--- config.mk ---
export PLATFORM = sky130hd
export DESIGN_NAME = tone_xcvr_ctrl
export DESIGN_NICKNAME = d
export VERILOG_FILES = /design/src/hdl/tone_xcvr_pkg.sv /design/src/hdl/tone_xcvr_ctrl.sv /design/src/hdl/burst_timer.sv
export VERILOG_INCLUDE_DIRS = /design/src /design/src/hdl
export SDC_FILE = /design/constraint.sdc
export NUM_CORES = 1
export LEC_CHECK = 0
export CELL_PAD_IN_SITES_DETAIL_PLACEMENT = 0
export CELL_PAD_IN_SITES_GLOBAL_PLACEMENT = 1
export CORE_UTILIZATION = 47
export CTS_CLUSTER_SIZE = 30
export DETAILED_ROUTE_END_ITERATION = 7
export DONT_BUFFER_PORTS = 1
export PLACE_DENSITY_LB_ADDON = 0.1
export REMOVE_ABC_BUFFERS = 1
export SETUP_SLACK_MARGIN = 0.1
export SLEW_MARGIN = 40
export SYNTH_ARGS = -nofsm -noshare
export SYNTH_HDL_FRONTEND = slang
export SYNTH_SLANG_ARGS = --single-unit
--- constraint.sdc ---
create_clock -name clk_i -period 2.6 [get_ports clk_i]
set_clock_uncertainty 0.15 [all_clocks]
set_input_delay 0.13 -clock clk_i [delete_from_list [all_inputs] [get_ports clk_i]]
set_output_delay 0.13 -clock clk_i [all_outputs]
set_load 0.05 [all_outputs]
--- src/hdl/tone_xcvr_defs.svh ---
// Offsets, field positions, reset values and timing counts of the tone transceiver control block
`ifndef TONE_XCVR_DEFS_SVH
`define TONE_XCVR_DEFS_SVH

// Register select line decode
`define RSL_DATA 1'h0
`define RSL_CTRL 1'h1

// Primary control fields
`define PRI_TONE_OUT 0
`define PRI_CALL_PROG 1
`define PRI_IRQ_EN 2
`define PRI_ROUTE 3

// Secondary control fields
`define SEC_BURST_N 0
`define SEC_RX_PD 1
`define SEC_SINGLE 2
`define SEC_COLUMN 3

// Status fields
`define STS_IRQ 0
`define STS_TX_EMPTY 1
`define STS_RX_FULL 2
`define STS_DLY_STEER 3

// Reset values
`define PRI_RST 4'h0
`define SEC_RST 4'h0

// Timing: burst and pause each 50 ms, 100 ms total; doubled in call-progress mode
`define CLK_HZ 20000000
`define BURST_MS 50
`define BURST_CYC ((`CLK_HZ / 1000) * `BURST_MS)

`endif

--- src/hdl/tone_xcvr_pkg.sv ---
// Types shared by the tone transceiver control block
package tone_xcvr_pkg;
   typedef logic [3:0] nib_t;
   typedef enum logic [1:0] {
      TX_IDLE = 2'b00,
      TX_BURST = 2'b01,
      TX_PAUSE = 2'b10
   } tx_state_e;
endpackage : tone_xcvr_pkg

--- src/hdl/tone_xcvr_ctrl.sv ---
// Control and status register bank of the tone transceiver
// Summary of operation
// - Burst-mode bit low runs burst transmit; high disables burst mode.
// - In burst mode with tone output enabled, a transmit write while idle starts a burst then equal pause.
// - End of pause sets transmit-empty and raises interrupt when enabled in tone-pair mode.
// - Call-progress mode doubles burst and pause durations.
// - Without burst, tone lasts while tone output enable stays high.
// - Receiver power bit low enables both receivers, high powers them down.
// - Single-tone bit high selects single tone, low dual tone.
// - Column bit high selects column tone, low row; only with single tone.
// - Transmitter and receiver both down also power down oscillator and reference.
// - Interrupt flag set when transmit-empty or receive-full set; read clears.
// - Transmit-empty only in burst mode; read clears; held clear otherwise.
// - Receive-full set on valid decoded digit; cleared by status read.
// - Delayed steering set on tone absence, cleared on valid tone pair.
// - Transmit-empty sets 100 ms after write, 200 ms in call-progress mode.
// - Route bit sends next control write to secondary register, then back.
// - Call-progress bit high selects call-progress receive, low tone-pair mode.
// - With interrupts in tone-pair mode, open-drain pin pulls low on events.
`timescale 1ns/1ps
`default_nettype none
`include "tone_xcvr_defs.svh"
module tone_xcvr_ctrl
(
   // Clock and reset
   input wire logic clk_i,
   input wire logic srst_i,
   // Host register port
   input wire logic register_select_line_i,
   input wire logic wr_i,
   input wire logic rd_i,
   input wire tone_xcvr_pkg::nib_t wdata_i,
   output logic [3:0] rdata_o,
   // Receiver events
   input wire logic rx_digit_valid_i,
   input wire tone_xcvr_pkg::nib_t rx_digit_i,
   input wire logic tone_present_i,
   input wire logic tone_absent_i,
   input wire logic cp_square_i,
   // Transmitter and analog control
   output logic tone_on_o,
   output logic [3:0] tx_digit_o,
   output logic single_tone_o,
   output logic column_tone_o,
   output logic receiver_power_down_o,
   output logic call_progress_select_o,
   output logic osc_power_down_o,
   // Open-drain interrupt or progress pin
   output logic interrupt_or_progress_pin_o,
   output logic interrupt_or_progress_pin_oe_o
);
   import tone_xcvr_pkg::*;

   // ************************************
   // State
   // ************************************
   typedef struct packed
   {
      nib_t pri;
      nib_t sec;
      logic route;
      nib_t tx_data;
      nib_t rx_data;
      tx_state_e tx_st;
      logic tx_empty;
      logic rx_full;
      logic dly_steer;
      nib_t rdata;
      logic tone_on;
      logic osc_pd;
      logic pin_oe;
   } ctrl_s;
   ctrl_s q, d;

   logic timer_start;
   logic timer_done;
   logic burst_mode;
   logic irq_flag;

   burst_timer u_timer
   (
      .clk_i(clk_i),
      .srst_i(srst_i),
      .start_i(timer_start),
      .double_i(q.pri[`PRI_CALL_PROG]),
      .done_o(timer_done)
   );

   // ************************************
   // Next state
   // ************************************
   always_comb
   begin
      d = q;
      timer_start = 1'b0;
      burst_mode = ~q.sec[`SEC_BURST_N];
      irq_flag = q.tx_empty | q.rx_full;
      // Register writes
      if (wr_i && register_select_line_i == `RSL_CTRL)
      begin
         if (q.route)
         begin
            d.sec = wdata_i;
            d.route = 1'b0;
         end
         else
         begin
            d.pri = wdata_i;
            d.route = wdata_i[`PRI_ROUTE];
         end
      end
      // Burst sequencer
      unique case (q.tx_st)
         TX_IDLE:
         begin
            if (wr_i && register_select_line_i == `RSL_DATA)
            begin
               d.tx_data = wdata_i;
               if (burst_mode && q.pri[`PRI_TONE_OUT])
               begin
                  timer_start = 1'b1;
                  d.tx_st = TX_BURST;
               end
            end
         end
         TX_BURST:
         begin
            if (timer_done)
            begin
               timer_start = 1'b1;
               d.tx_st = TX_PAUSE;
            end
         end
         TX_PAUSE:
         begin
            if (timer_done)
            begin
               d.tx_st = TX_IDLE;
               d.tx_empty = 1'b1;
            end
         end
         default:
         begin
            d.tx_st = TX_IDLE;
         end
      endcase
      if (!burst_mode || !q.pri[`PRI_TONE_OUT])
      begin
         d.tx_st = TX_IDLE;
      end
      // Tone drive: burst window or held by tone enable
      // Next enable value, so the tone stops in the cycle the oscillator powers down
      d.tone_on = d.pri[`PRI_TONE_OUT] & (burst_mode ? (d.tx_st == TX_BURST) : 1'b1);
      if (!q.pri[`PRI_TONE_OUT])
      begin
         d.tx_data = 4'h0;
      end
      // Receiver events, digit capture disabled while powered down or in call-progress mode
      if (rx_digit_valid_i && !q.sec[`SEC_RX_PD] && !q.pri[`PRI_CALL_PROG])
      begin
         d.rx_data = rx_digit_i;
      end
      if (tone_absent_i)
      begin
         d.dly_steer = 1'b1;
      end
      if (tone_present_i)
      begin
         d.dly_steer = 1'b0;
      end
      // Status and data reads
      d.rdata = 4'h0;
      if (rd_i && register_select_line_i == `RSL_CTRL)
      begin
         d.rdata[`STS_IRQ] = irq_flag;
         d.rdata[`STS_TX_EMPTY] = q.tx_empty;
         d.rdata[`STS_RX_FULL] = q.rx_full;
         d.rdata[`STS_DLY_STEER] = q.dly_steer;
         if (!(q.tx_st == TX_PAUSE && timer_done))
         begin
            d.tx_empty = 1'b0;
         end
         d.rx_full = 1'b0;
      end
      else if (rd_i)
      begin
         d.rdata = q.rx_data;
      end
      // Set wins over read clear
      if (rx_digit_valid_i && !q.sec[`SEC_RX_PD] && !q.pri[`PRI_CALL_PROG])
      begin
         d.rx_full = 1'b1;
      end
      if (!burst_mode)
      begin
         d.tx_empty = 1'b0;
      end
      d.osc_pd = ~d.pri[`PRI_TONE_OUT] & d.sec[`SEC_RX_PD];
      // Open-drain pin: enable low while pulling low
      if (!d.pri[`PRI_IRQ_EN])
      begin
         d.pin_oe = 1'b1;
      end
      else if (d.pri[`PRI_CALL_PROG])
      begin
         d.pin_oe = ~cp_square_i;
      end
      else
      begin
         d.pin_oe = ~(d.tx_empty | d.rx_full);
      end
   end

   always_ff @(posedge clk_i)
   begin
      if (srst_i)
      begin
         q <= '0;
         q.pri <= `PRI_RST;
         q.sec <= `SEC_RST;
         q.pin_oe <= 1'b1;
      end
      else
      begin
         q <= d;
      end
   end

   // ************************************
   // Outputs
   // ************************************
   assign rdata_o = q.rdata;
   assign tone_on_o = q.tone_on;
   assign tx_digit_o = q.tx_data;
   assign single_tone_o = q.sec[`SEC_SINGLE];
   assign column_tone_o = q.sec[`SEC_COLUMN] & q.sec[`SEC_SINGLE];
   assign receiver_power_down_o = q.sec[`SEC_RX_PD];
   assign call_progress_select_o = q.pri[`PRI_CALL_PROG];
   assign osc_power_down_o = q.osc_pd;
   assign interrupt_or_progress_pin_o = 1'b0;
   assign interrupt_or_progress_pin_oe_o = q.pin_oe;
endmodule : tone_xcvr_ctrl
`default_nettype wire

--- src/hdl/burst_timer.sv ---
// Down counter timing one burst or pause interval
`timescale 1ns/1ps
`default_nettype none
`include "tone_xcvr_defs.svh"
module burst_timer
(
   // Clock and reset
   input wire logic clk_i,
   input wire logic srst_i,
   // Control
   input wire logic start_i,
   input wire logic double_i,
   // Status
   output logic done_o
);
   localparam int unsigned BASE = `BURST_CYC;
   typedef struct packed
   {
      logic [22:0] cnt;
      logic run;
      logic done;
   } timer_s;
   timer_s q, d;

   always_comb
   begin
      d = q;
      d.done = 1'b0;
      if (start_i)
      begin
         d.cnt = double_i ? 23'(2 * BASE - 1) : 23'(BASE - 1);
         d.run = 1'b1;
      end
      else if (q.run)
      begin
         if (q.cnt == 23'h0)
         begin
            d.run = 1'b0;
            d.done = 1'b1;
         end
         else
         begin
            d.cnt = q.cnt - 23'h1;
         end
      end
   end

   always_ff @(posedge clk_i)
   begin
      if (srst_i)
      begin
         q <= '0;
      end
      else
      begin
         q <= d;
      end
   end

   assign done_o = q.done;
endmodule : burst_timer
`default_nettype wire

==> results_dict.tcl, run 1 <==
set metrics [dict create \
    status "completed" \
    yosysTopAreaCell "dfxtp_1" \
    combPwrFrac 0.132 \
    die_area_um2 5410 \
    clk_latency_ns 0.31 \
    clock_path_buffers 2 \
    max_freq_mhz 417 \
    hold_violations 0 \
    floorplan.initialDensity 0.499 \
    cp_slowest_stage_delay_ns 0.56 \
    root_buffer "clkbuf_8" \
    switchingPower_uw 421 \
    hold_path.class "in2reg" \
    critPathKind "reg2reg" \
    rows 25 \
    cts-buffers-inserted 5 \
    grt_overflow 0 \
    io_pins 33 \
    ir_drop_v 0.000280 \
    seqPwrFrac 0.526 \
    antenna_found_initial 0 \
    clock_power_share 0.342 \
    synthFlopType "dfxtp_1" \
    worstMarginPinSlew_ns 0.557 \
    crit_chain "inv_1, ha_2, nor2b_2, nand4_4, buf_6, o21ai_4, xnor2_1, a21oi_1, dlygate4sd3_1" \
    globalplace.congestion 0.857 \
    crit_path_top_delay_cell "dlygate4sd3_1" \
    layout-drive-gt1-share 0.108 \
    dp.cells 320 \
    grt_max_degree 32 \
    fin_crit_ns 2.40 \
    dp_hpwl_mm 3.49 \
    cp-start-kind "register" \
    relSlewSlack 0.628 \
    p_per_area_nw_per_um2 584 \
    grt_pass1_vias 1853 \
    ys_seq_elements 53 \
    cp_max_fo 6 \
    async_flop_share 0 \
    setup_viol 0 \
    die_h_um 73.5 \
    ys_types 51 \
    routed_wl_mm 5.14 \
    tns_ns 0 \
    arrival_ns 2.45 \
    area_delta_synth_final_pct 16.7 \
    routedWlPerCell_um 14.8 \
    path_delay_family "buffers and inverters" \
    coreArea_um2 4820 \
    maxCapViolCount 0 \
    power_leakage_uw 0.00107 \
    postLayoutCellArea_um2 2810 \
    htreeDepth 2 \
    post-synth-top-count-cell "dfxtp_1" \
    placed_area_um2 2450 \
    synthCells 262 \
    antenna_cells 0 \
    io_buffers 0 \
    finalCritPeriodShare 0.923 \
    instances_no_fill 346 \
    viasPerCell 5.51 \
    rsz0062_at_grt "no" \
    drv_slew 0 \
    p_int_uw 1220 \
    grt_pass1_wl_mm 8.52 \
    critPathRequiredTime_ns 2.65 \
    synth_area_um2 2400 \
    netSwitchingFraction 0.257 \
    syn_area_per_cell_um2 9.18 \
    cts_setup_buffers 0 \
    synth_area_leaders "dfxtp_1 44%, mux2i_1 7.1%, nor2_1 5.2%" \
    end_kind "register" \
    drc 0 \
    firstDrtPassIters 4 \
    ant_nets 0 \
    synthTopCellsByCount "53 x dfxtp_1, 33 x nor2_1, 18 x a21oi_1" \
    synth_top_area_frac 0.441 \
    nNetsFinal 296 \
    synth_edf_count 0 \
    num_vias 1906 \
    grtUsageTotal 0.207 \
    critPathBufInv 3 \
    die_w_um 73.5 \
    cts_tree "done" \
    seq_area_frac_synth 0.441 \
    cts.sinks 53 \
    dr.first_iter.drc_count 63 \
    synth_warnings 0 \
    clkTransAtPathRegs_ns 0.10 \
]
[state kept, by name, indices dropped and copies added, names as in the netlist]
name,flops
u_timer.q,24
q,14
receiver_power_down_o,1
tone_on_o,1
u_timer.done_o,1
rdata_o,4
tx_digit_o,4
call_progress_select_o,1
osc_power_down_o,1
interrupt_or_progress_pin_oe_o,1
single_tone_o,1
[layout make-up]
| type | instances | area (µm²) |
|---|---|---|
| clock inverters | 2 | 38.8 |
| fillers | 454 | 2010 |
| clock buffers | 6 | 72.6 |
| inverters | 4 | 15.0 |
| flip-flops and latches | 53 | 1060 |
| well taps | 67 | 83.8 |
| repair buffers | 27 | 262 |
| multi-input cells | 187 | 1270 |
[power groups by stage]
stage                     clock [µW]  combinational [µW]  sequential [µW]
after floorplan                    0                 119              879
after global placement             0                 170              879
after detailed placement           0                 168              880
after CTS                        579                 204              861
after global routing             613                 236              866
final                            561                 216              863
[repair_timing]
action / 4_1_cts / 5_1_grt
endpoints found under the hold margin: 45 / 0
resized for setup: 0 / 9
endpoints found under the setup margin: 0 / 1
hold buffers: 18 / 0
[stage by stage]
| step | util | power (µW) | setup WS (ns) | hold WS, ns |
|---|---|---|---|---|
| after global routing | 0.583 | 1720 | 0.0968 | 0.0248 |
| after global placement | 0.509 | 1050 | 0.363 | 0.0523 |
| after floorplan | - | 998 | 0.0632 | 0.0491 |
| after detailed placement | 0.509 | 1050 | 0.427 | 0.0538 |
| after CTS | 0.572 | 1640 | 0.111 | 0.0109 |
| final | 0.583 | 1640 | 0.201 | 0.0190 |
[layer usage]
layer / vias up / share of wire / GRT usage
li1: 973 / - / -
met1: 893 / 0.46 / 0.245
met2: 31 / 0.49 / 0.364
met3: 9 / 0.025 / 0.0370
met4: 0 / 0.019 / 0.0876
met5: - / 0 / 0
[cells by family after synthesis]
kind of cell               count (synthesis)  share of synthesized area
DFF                                       53                      0.441
other                                      1                    0.00156
and+or+nand+nor                          104                      0.245
xor gates and xnor gates                  12                     0.0437
buffers and inverters                     22                     0.0494
adders and majority gates                  1                    0.00520
muxes                                     18                     0.0754
AOI/OAI and AO/OA                         51                      0.139
[final timing paths]
kind / to / slack [ns] / start / cells past startpoint
setup / recovery: u_timer.q[4] / 0.20 / u_timer.q[2] / 9
hold / removal: tx_digit_o[2] / 0.02 / srst_i / 2
setup reg to reg: u_timer.q[4] / 0.20 / u_timer.q[2] / 9
hold reg to reg: u_timer.q[24] / 0.30 / u_timer.q[24] / 1
[layout by cell type, fill, tap and decap left out, drive strengths merged, types with 2 or more instances in the layout]
cell | Yosys | final
nor3b | 3 | 3
nand3b | 3 | 3
o2111ai | 2 | 2
a211oi | 2 | 2
inv | 4 | 4
and4b | 2 | 2
nand3 | 6 | 6
nand2b | 6 | 6
o21ai | 7 | 7
o211ai | 5 | 5
xor2 | 10 | 10
dlygate4sd3 | 0 | 17
nor4 | 4 | 4
nand4 | 4 | 4
nor2 | 33 | 33
xnor2 | 2 | 2
and2 | 4 | 4
dfxtp | 53 | 53
nor2b | 3 | 3
a31oi | 5 | 5
nor3 | 10 | 10
clkbuf | 5 | 6
a21oi | 18 | 18
or4 | 6 | 6
buf | 13 | 10
o31ai | 5 | 5
nand2 | 9 | 9
mux2i | 17 | 17
or3 | 6 | 6
(Power assumes the default switching activity.)
==> inputs of run 2 (changes only) <==
--- a/config.mk
+++ b/config.mk
@@ -13,6 +13,7 @@
 export DETAILED_ROUTE_END_ITERATION = 7
 export DONT_BUFFER_PORTS = 1
 export PLACE_DENSITY_LB_ADDON = 0.1
+export RECOVER_POWER = 50
 export REMOVE_ABC_BUFFERS = 1
 export SETUP_SLACK_MARGIN = 0.1
 export SLEW_MARGIN = 40
==> results_dict.tcl, run 2 (synthesized netlist as in run 1, its figures left out) <==
set metrics [dict create \
    cts_setup_buffers 0 \
    end_kind "register" \
    maxCapViolCount 0 \
    drc 0 \
    layout_commonest_cell "dfxtp_1" \
    clock_power_share 0.343 \
    p_int_uw 1210 \
    power.total_uw 1640 \
    drv_slew 0 \
    multi_input_area_um2 1260 \
    cp_max_fo 6 \
    htreeDepth 2 \
    instances_no_fill 346 \
    nNetsFinal 296 \
    relSlewSlack 0.464 \
    antenna_cells 0 \
    routedWlPerCell_um 15.0 \
    io_pins 33 \
    switchingPower_uw 421 \
    layout-drive-gt1-share 0.0932 \
    dp.cells 320 \
    seqPwrFrac 0.527 \
    floorplan.initialDensity 0.499 \
    top_register "u_timer.q" \
    cts.sinks 53 \
    ant_nets 0 \
    cts-buffers-inserted 5 \
    clock_path_buffers 2 \
    crit_chain "inv_1, ha_2, nor2b_2, nand4_4, buf_6, o21ai_4, xnor2_1, a21oi_1, dlygate4sd3_1" \
    finalCritPeriodShare 0.925 \
    dp_hpwl_mm 3.49 \
    globalplace.congestion 0.857 \
    tns_ns 0 \
    p_per_area_nw_per_um2 588 \
    critPathRequiredTime_ns 2.65 \
    critPathKind "reg2reg" \
    grt_overflow 0 \
    grt_max_degree 32 \
    worstMarginPinSlew_ns 0.804 \
    rsz0062_at_grt "no" \
    crit_path_top_delay_cell "dlygate4sd3_1" \
    cp_slowest_stage_delay_ns 0.56 \
    die_w_um 73.5 \
    layout.area.seq_um2 1060 \
    grtUsageTotal 0.207 \
    area_delta_synth_final_pct 15.6 \
    ir_drop_v 0.000280 \
    routed_wl_mm 5.19 \
    arrival_ns 2.45 \
    largest_reg_flops 24 \
    clk_latency_ns 0.31 \
    hold_slack_ns 0.0210 \
    grt_pass1_wl_mm 8.52 \
    hold_path.class "in2reg" \
    max_freq_mhz 416 \
    netSwitchingFraction 0.257 \
    nFillCells 456 \
    cp-start-kind "register" \
    die_area_um2 5410 \
    clkTransAtPathRegs_ns 0.10 \
    largestRegisters "u_timer.q: 24 flops, q: 14 flops" \
    viasPerCell 5.53 \
    layout_common_cells "53 x dfxtp_1, 33 x nor2_1, 18 x a21oi_1" \
    antenna_found_initial 0 \
    critPathBufInv 3 \
    firstDrtPassIters 4 \
    root_buffer "clkbuf_8" \
    cts_tree "done" \
    setup_viol 0 \
    hold_violations 0 \
    io_buffers 0 \
    die_h_um 73.5 \
    path_delay_family "buffers and inverters" \
    power_leakage_uw 0.00105 \
    combPwrFrac 0.130 \
    fin_crit_ns 2.40 \
    status "completed" \
    coreArea_um2 4820 \
    num_vias 1912 \
    grt_pass1_vias 1853 \
    dr.first_iter.drc_count 66 \
    rows 25 \
]
==> run 2: cell count changes in the layout (fill, tap and decap cells not counted), sizes merged <==
cell	change
buf	-3
clkbuf	+3
==> run 2: metal layers <==
metal | global-route usage | wire (µm)
met5 | 0 | 0
met4 | 0.0876 | 95
met3 | 0.0370 | 149
met2 | 0.364 | 2530
met1 | 0.245 | 2420
==> run 2: per-stage QoR <==
stage | setup slack, ns | utilization | area, µm²
after floorplan | 0.0632 | - | 2300
after global placement | 0.363 | 0.509 | 2450
after detailed placement | 0.427 | 0.509 | 2450
after CTS | 0.111 | 0.572 | 2750
after global routing | 0.0968 | 0.577 | 2780
final | 0.196 | 0.577 | 2780
==> run 2: worst reg2reg max path, cell delays in order (launching register included) <==
cell and delay [ns]:
dfxtp_1 0.33, inv_1 0.10, ha_2 0.21, nor2b_2 0.22, nand4_4 0.16, buf_6 0.18, o21ai_4 0.17, xnor2_1 0.14
a21oi_1 0.08, dlygate4sd3_1 0.56
==> run 2: worst paths after layout <==
kind                 startpoint       endpoint  slack [ns]  cells past startpoint
setup / recovery   u_timer.q[2]   u_timer.q[4]        0.20                      9
hold / removal           srst_i  tx_digit_o[2]        0.02                      2
setup reg to reg   u_timer.q[2]   u_timer.q[4]        0.20                      9
hold reg to reg   u_timer.q[24]  u_timer.q[24]        0.30                      1
==> run 2: repair_timing <==
action                                 in CTS  in global routing
hold buffers                               18                  0
setup endpoints to repair                   0                  1
gates resized for setup                     0                  9
endpoints found under the hold margin      45                  0
==> run 2: final cells by class <==
cell class              count  area share
clock buffers               6      0.0261
clock inverters             2      0.0140
inverters                   4     0.00540
multi-input cells         187       0.453
flip-flops and latches     53       0.382
well taps                  67      0.0302
repair buffers             27      0.0900
==> run 2: power groups by stage <==
stage | clock [µW] | sequential (µW) | combinational [µW]
6_report | 560 | 862 | 213
4_1_cts | 579 | 861 | 204
2_1_floorplan | 0 | 879 | 119
3_3_place_gp | 0 | 879 | 170
5_1_grt | 613 | 866 | 233
3_5_place_dp | 0 | 880 | 168
==> inputs of run 3 (changes only) <==
--- a/config.mk
+++ b/config.mk
@@ -12,6 +12,7 @@
 export CTS_CLUSTER_SIZE = 30
 export DETAILED_ROUTE_END_ITERATION = 7
 export DONT_BUFFER_PORTS = 1
+export HOLD_SLACK_MARGIN = 0.08
 export PLACE_DENSITY_LB_ADDON = 0.1
 export RECOVER_POWER = 50
 export REMOVE_ABC_BUFFERS = 1
==> results_dict.tcl, run 3 (synthesized netlist as in run 1, its figures left out) <==
set metrics [dict create \
    rows 25 \
    die_w_um 73.5 \
    clk_latency_ns 0.31 \
    io_pins 33 \
    cp_slowest_stage_delay_ns 0.56 \
    cts.sinks 53 \
    fin_crit_ns 2.40 \
    die_h_um 73.5 \
    critPathKind "reg2reg" \
    setup_viol 0 \
    status "completed" \
    layout_common_cells "53 x dfxtp_1, 33 x nor2_1, 18 x a21oi_1" \
    coreArea_um2 4820 \
    final_util 0.578 \
    nNetsFinal 295 \
    hold_violations 0 \
    cp-start-kind "register" \
    tns_ns 0 \
    min_to "single_tone_o" \
    arrival_ns 2.45 \
    critPathBufInv 3 \
    antenna_cells 0 \
    floorplan.initialDensity 0.499 \
    p_per_area_nw_per_um2 588 \
    htreeDepth 2 \
    largest_reg_flops 24 \
    timing.rr.start "u_timer.q[2]" \
    clock_path_buffers 2 \
    max_freq_mhz 418 \
    cp_max_fo 6 \
    drv_slew 0 \
    hold_slack_ns 0.0966 \
    dp_hpwl_mm 3.49 \
    globalplace.congestion 0.857 \
    dr.first_iter.drc_count 66 \
    finalCritPeriodShare 0.921 \
    largestRegisters "u_timer.q: 24 flops, q: 14 flops" \
    power_leakage_uw 0.00106 \
    ir_drop_v 0.000280 \
    grt_overflow 0 \
    hold_start "register_select_line_i" \
    path_delay_family "buffers and inverters" \
    die_area_um2 5410 \
    root_buffer "clkbuf_8" \
    io_buffers 0 \
    grt_pass1_wl_mm 8.37 \
    area_delta_synth_final_pct 15.8 \
    end_kind "register" \
    routed_wl_mm 5.07 \
    grt_max_degree 34 \
    clkTransAtPathRegs_ns 0.10 \
    relSlewSlack 0.464 \
    ant_nets 0 \
    worstMarginPinSlew_ns 0.804 \
    cts_tree "done" \
    r2r.worst_path.cells 9 \
    reg2reg_to "u_timer.q[4]" \
    cts-buffers-inserted 5 \
    layout_commonest_cell "dfxtp_1" \
    hold_path_depth 3 \
    drc 0 \
    routedWlPerCell_um 14.7 \
    crit_path_top_delay_cell "dlygate4sd3_1" \
    crit_chain "inv_1, ha_2, nor2b_2, nand4_4, buf_6, o21ai_4, xnor2_1, a21oi_1, dlygate4sd3_1" \
    r2r_setup_slack_ns 0.20 \
    firstDrtPassIters 4 \
    num_vias 1905 \
    grt_pass1_vias 1830 \
    maxCapViolCount 0 \
    hold_path.class "in2reg" \
    rsz0062_at_grt "no" \
    grtUsageTotal 0.202 \
    critPathRequiredTime_ns 2.65 \
    top_register "u_timer.q" \
    layout-drive-gt1-share 0.0971 \
    antenna_found_initial 0 \
    viasPerCell 5.52 \
]
run 3: changes by cell type in the layout (fill, tap and decap cells not counted):
cell	delta
dlygate4sd3_1	-1
nor4b_1	-1
nor4b_4	+1
run 3: cell type report:
type | instances | area, µm²
multi-input combinational | 187 | 1270
sequential | 53 | 1060
fill | 455 | 2030
timing repair buffer | 26 | 240
clock inverter | 2 | 38.8
inverter | 4 | 15.0
clock buffer | 6 | 72.6
tap | 67 | 83.8
run 3: worst max path at each step:
stage               cells after the start       endpoint                    from
global placement                        6   u_timer.q[3]           u_timer.q[16]
global route                            7   u_timer.q[4]  register_select_line_i
finish                                  9   u_timer.q[4]            u_timer.q[2]
floorplan                               5  u_timer.q[22]                   q[11]
CTS                                     7   u_timer.q[4]           u_timer.q[16]
detailed placement                      6   u_timer.q[3]           u_timer.q[16]
run 3: stage by stage:
| stage | area, µm² | total power (µW) | cells | setup slack, ns |
|---|---|---|---|---|
| floorplan | 2300 | 998 | 244 | 0.0632 |
| global placement | 2450 | 1050 | 320 | 0.363 |
| global route | 2790 | 1710 | 345 | 0.0869 |
| CTS | 2740 | 1640 | 345 | 0.111 |
| detailed placement | 2450 | 1050 | 320 | 0.427 |
| finish | 2790 | 1640 | 345 | 0.205 |
run 3: what timing repair did:
action                                 CTS  global route
hold buffers                            17             0
setup buffers                            0             0
gates resized for setup                  0             9
setup endpoints to repair                0             1
endpoints found under the hold margin   53             0
run 3: routing by layer:
metal  up-vias  wire, µm  global-route usage
li1        973         -                   -
met5         -         0                   0
met2        38      2450               0.355
met1       885      2390               0.239
met4         0        95              0.0876
met3         9       131              0.0370
run 3: where the power goes:
group	internal, µW	switching (µW)	total (µW)
combinational	93.2	120	213
clock	289	271	560
sequential	833	30.1	863
run 3: tightest hold or removal path, cell delays in order:
cell	delay (ns)
nand3_1	0.21
mux2i_1	0.11
nor2_1	0.07
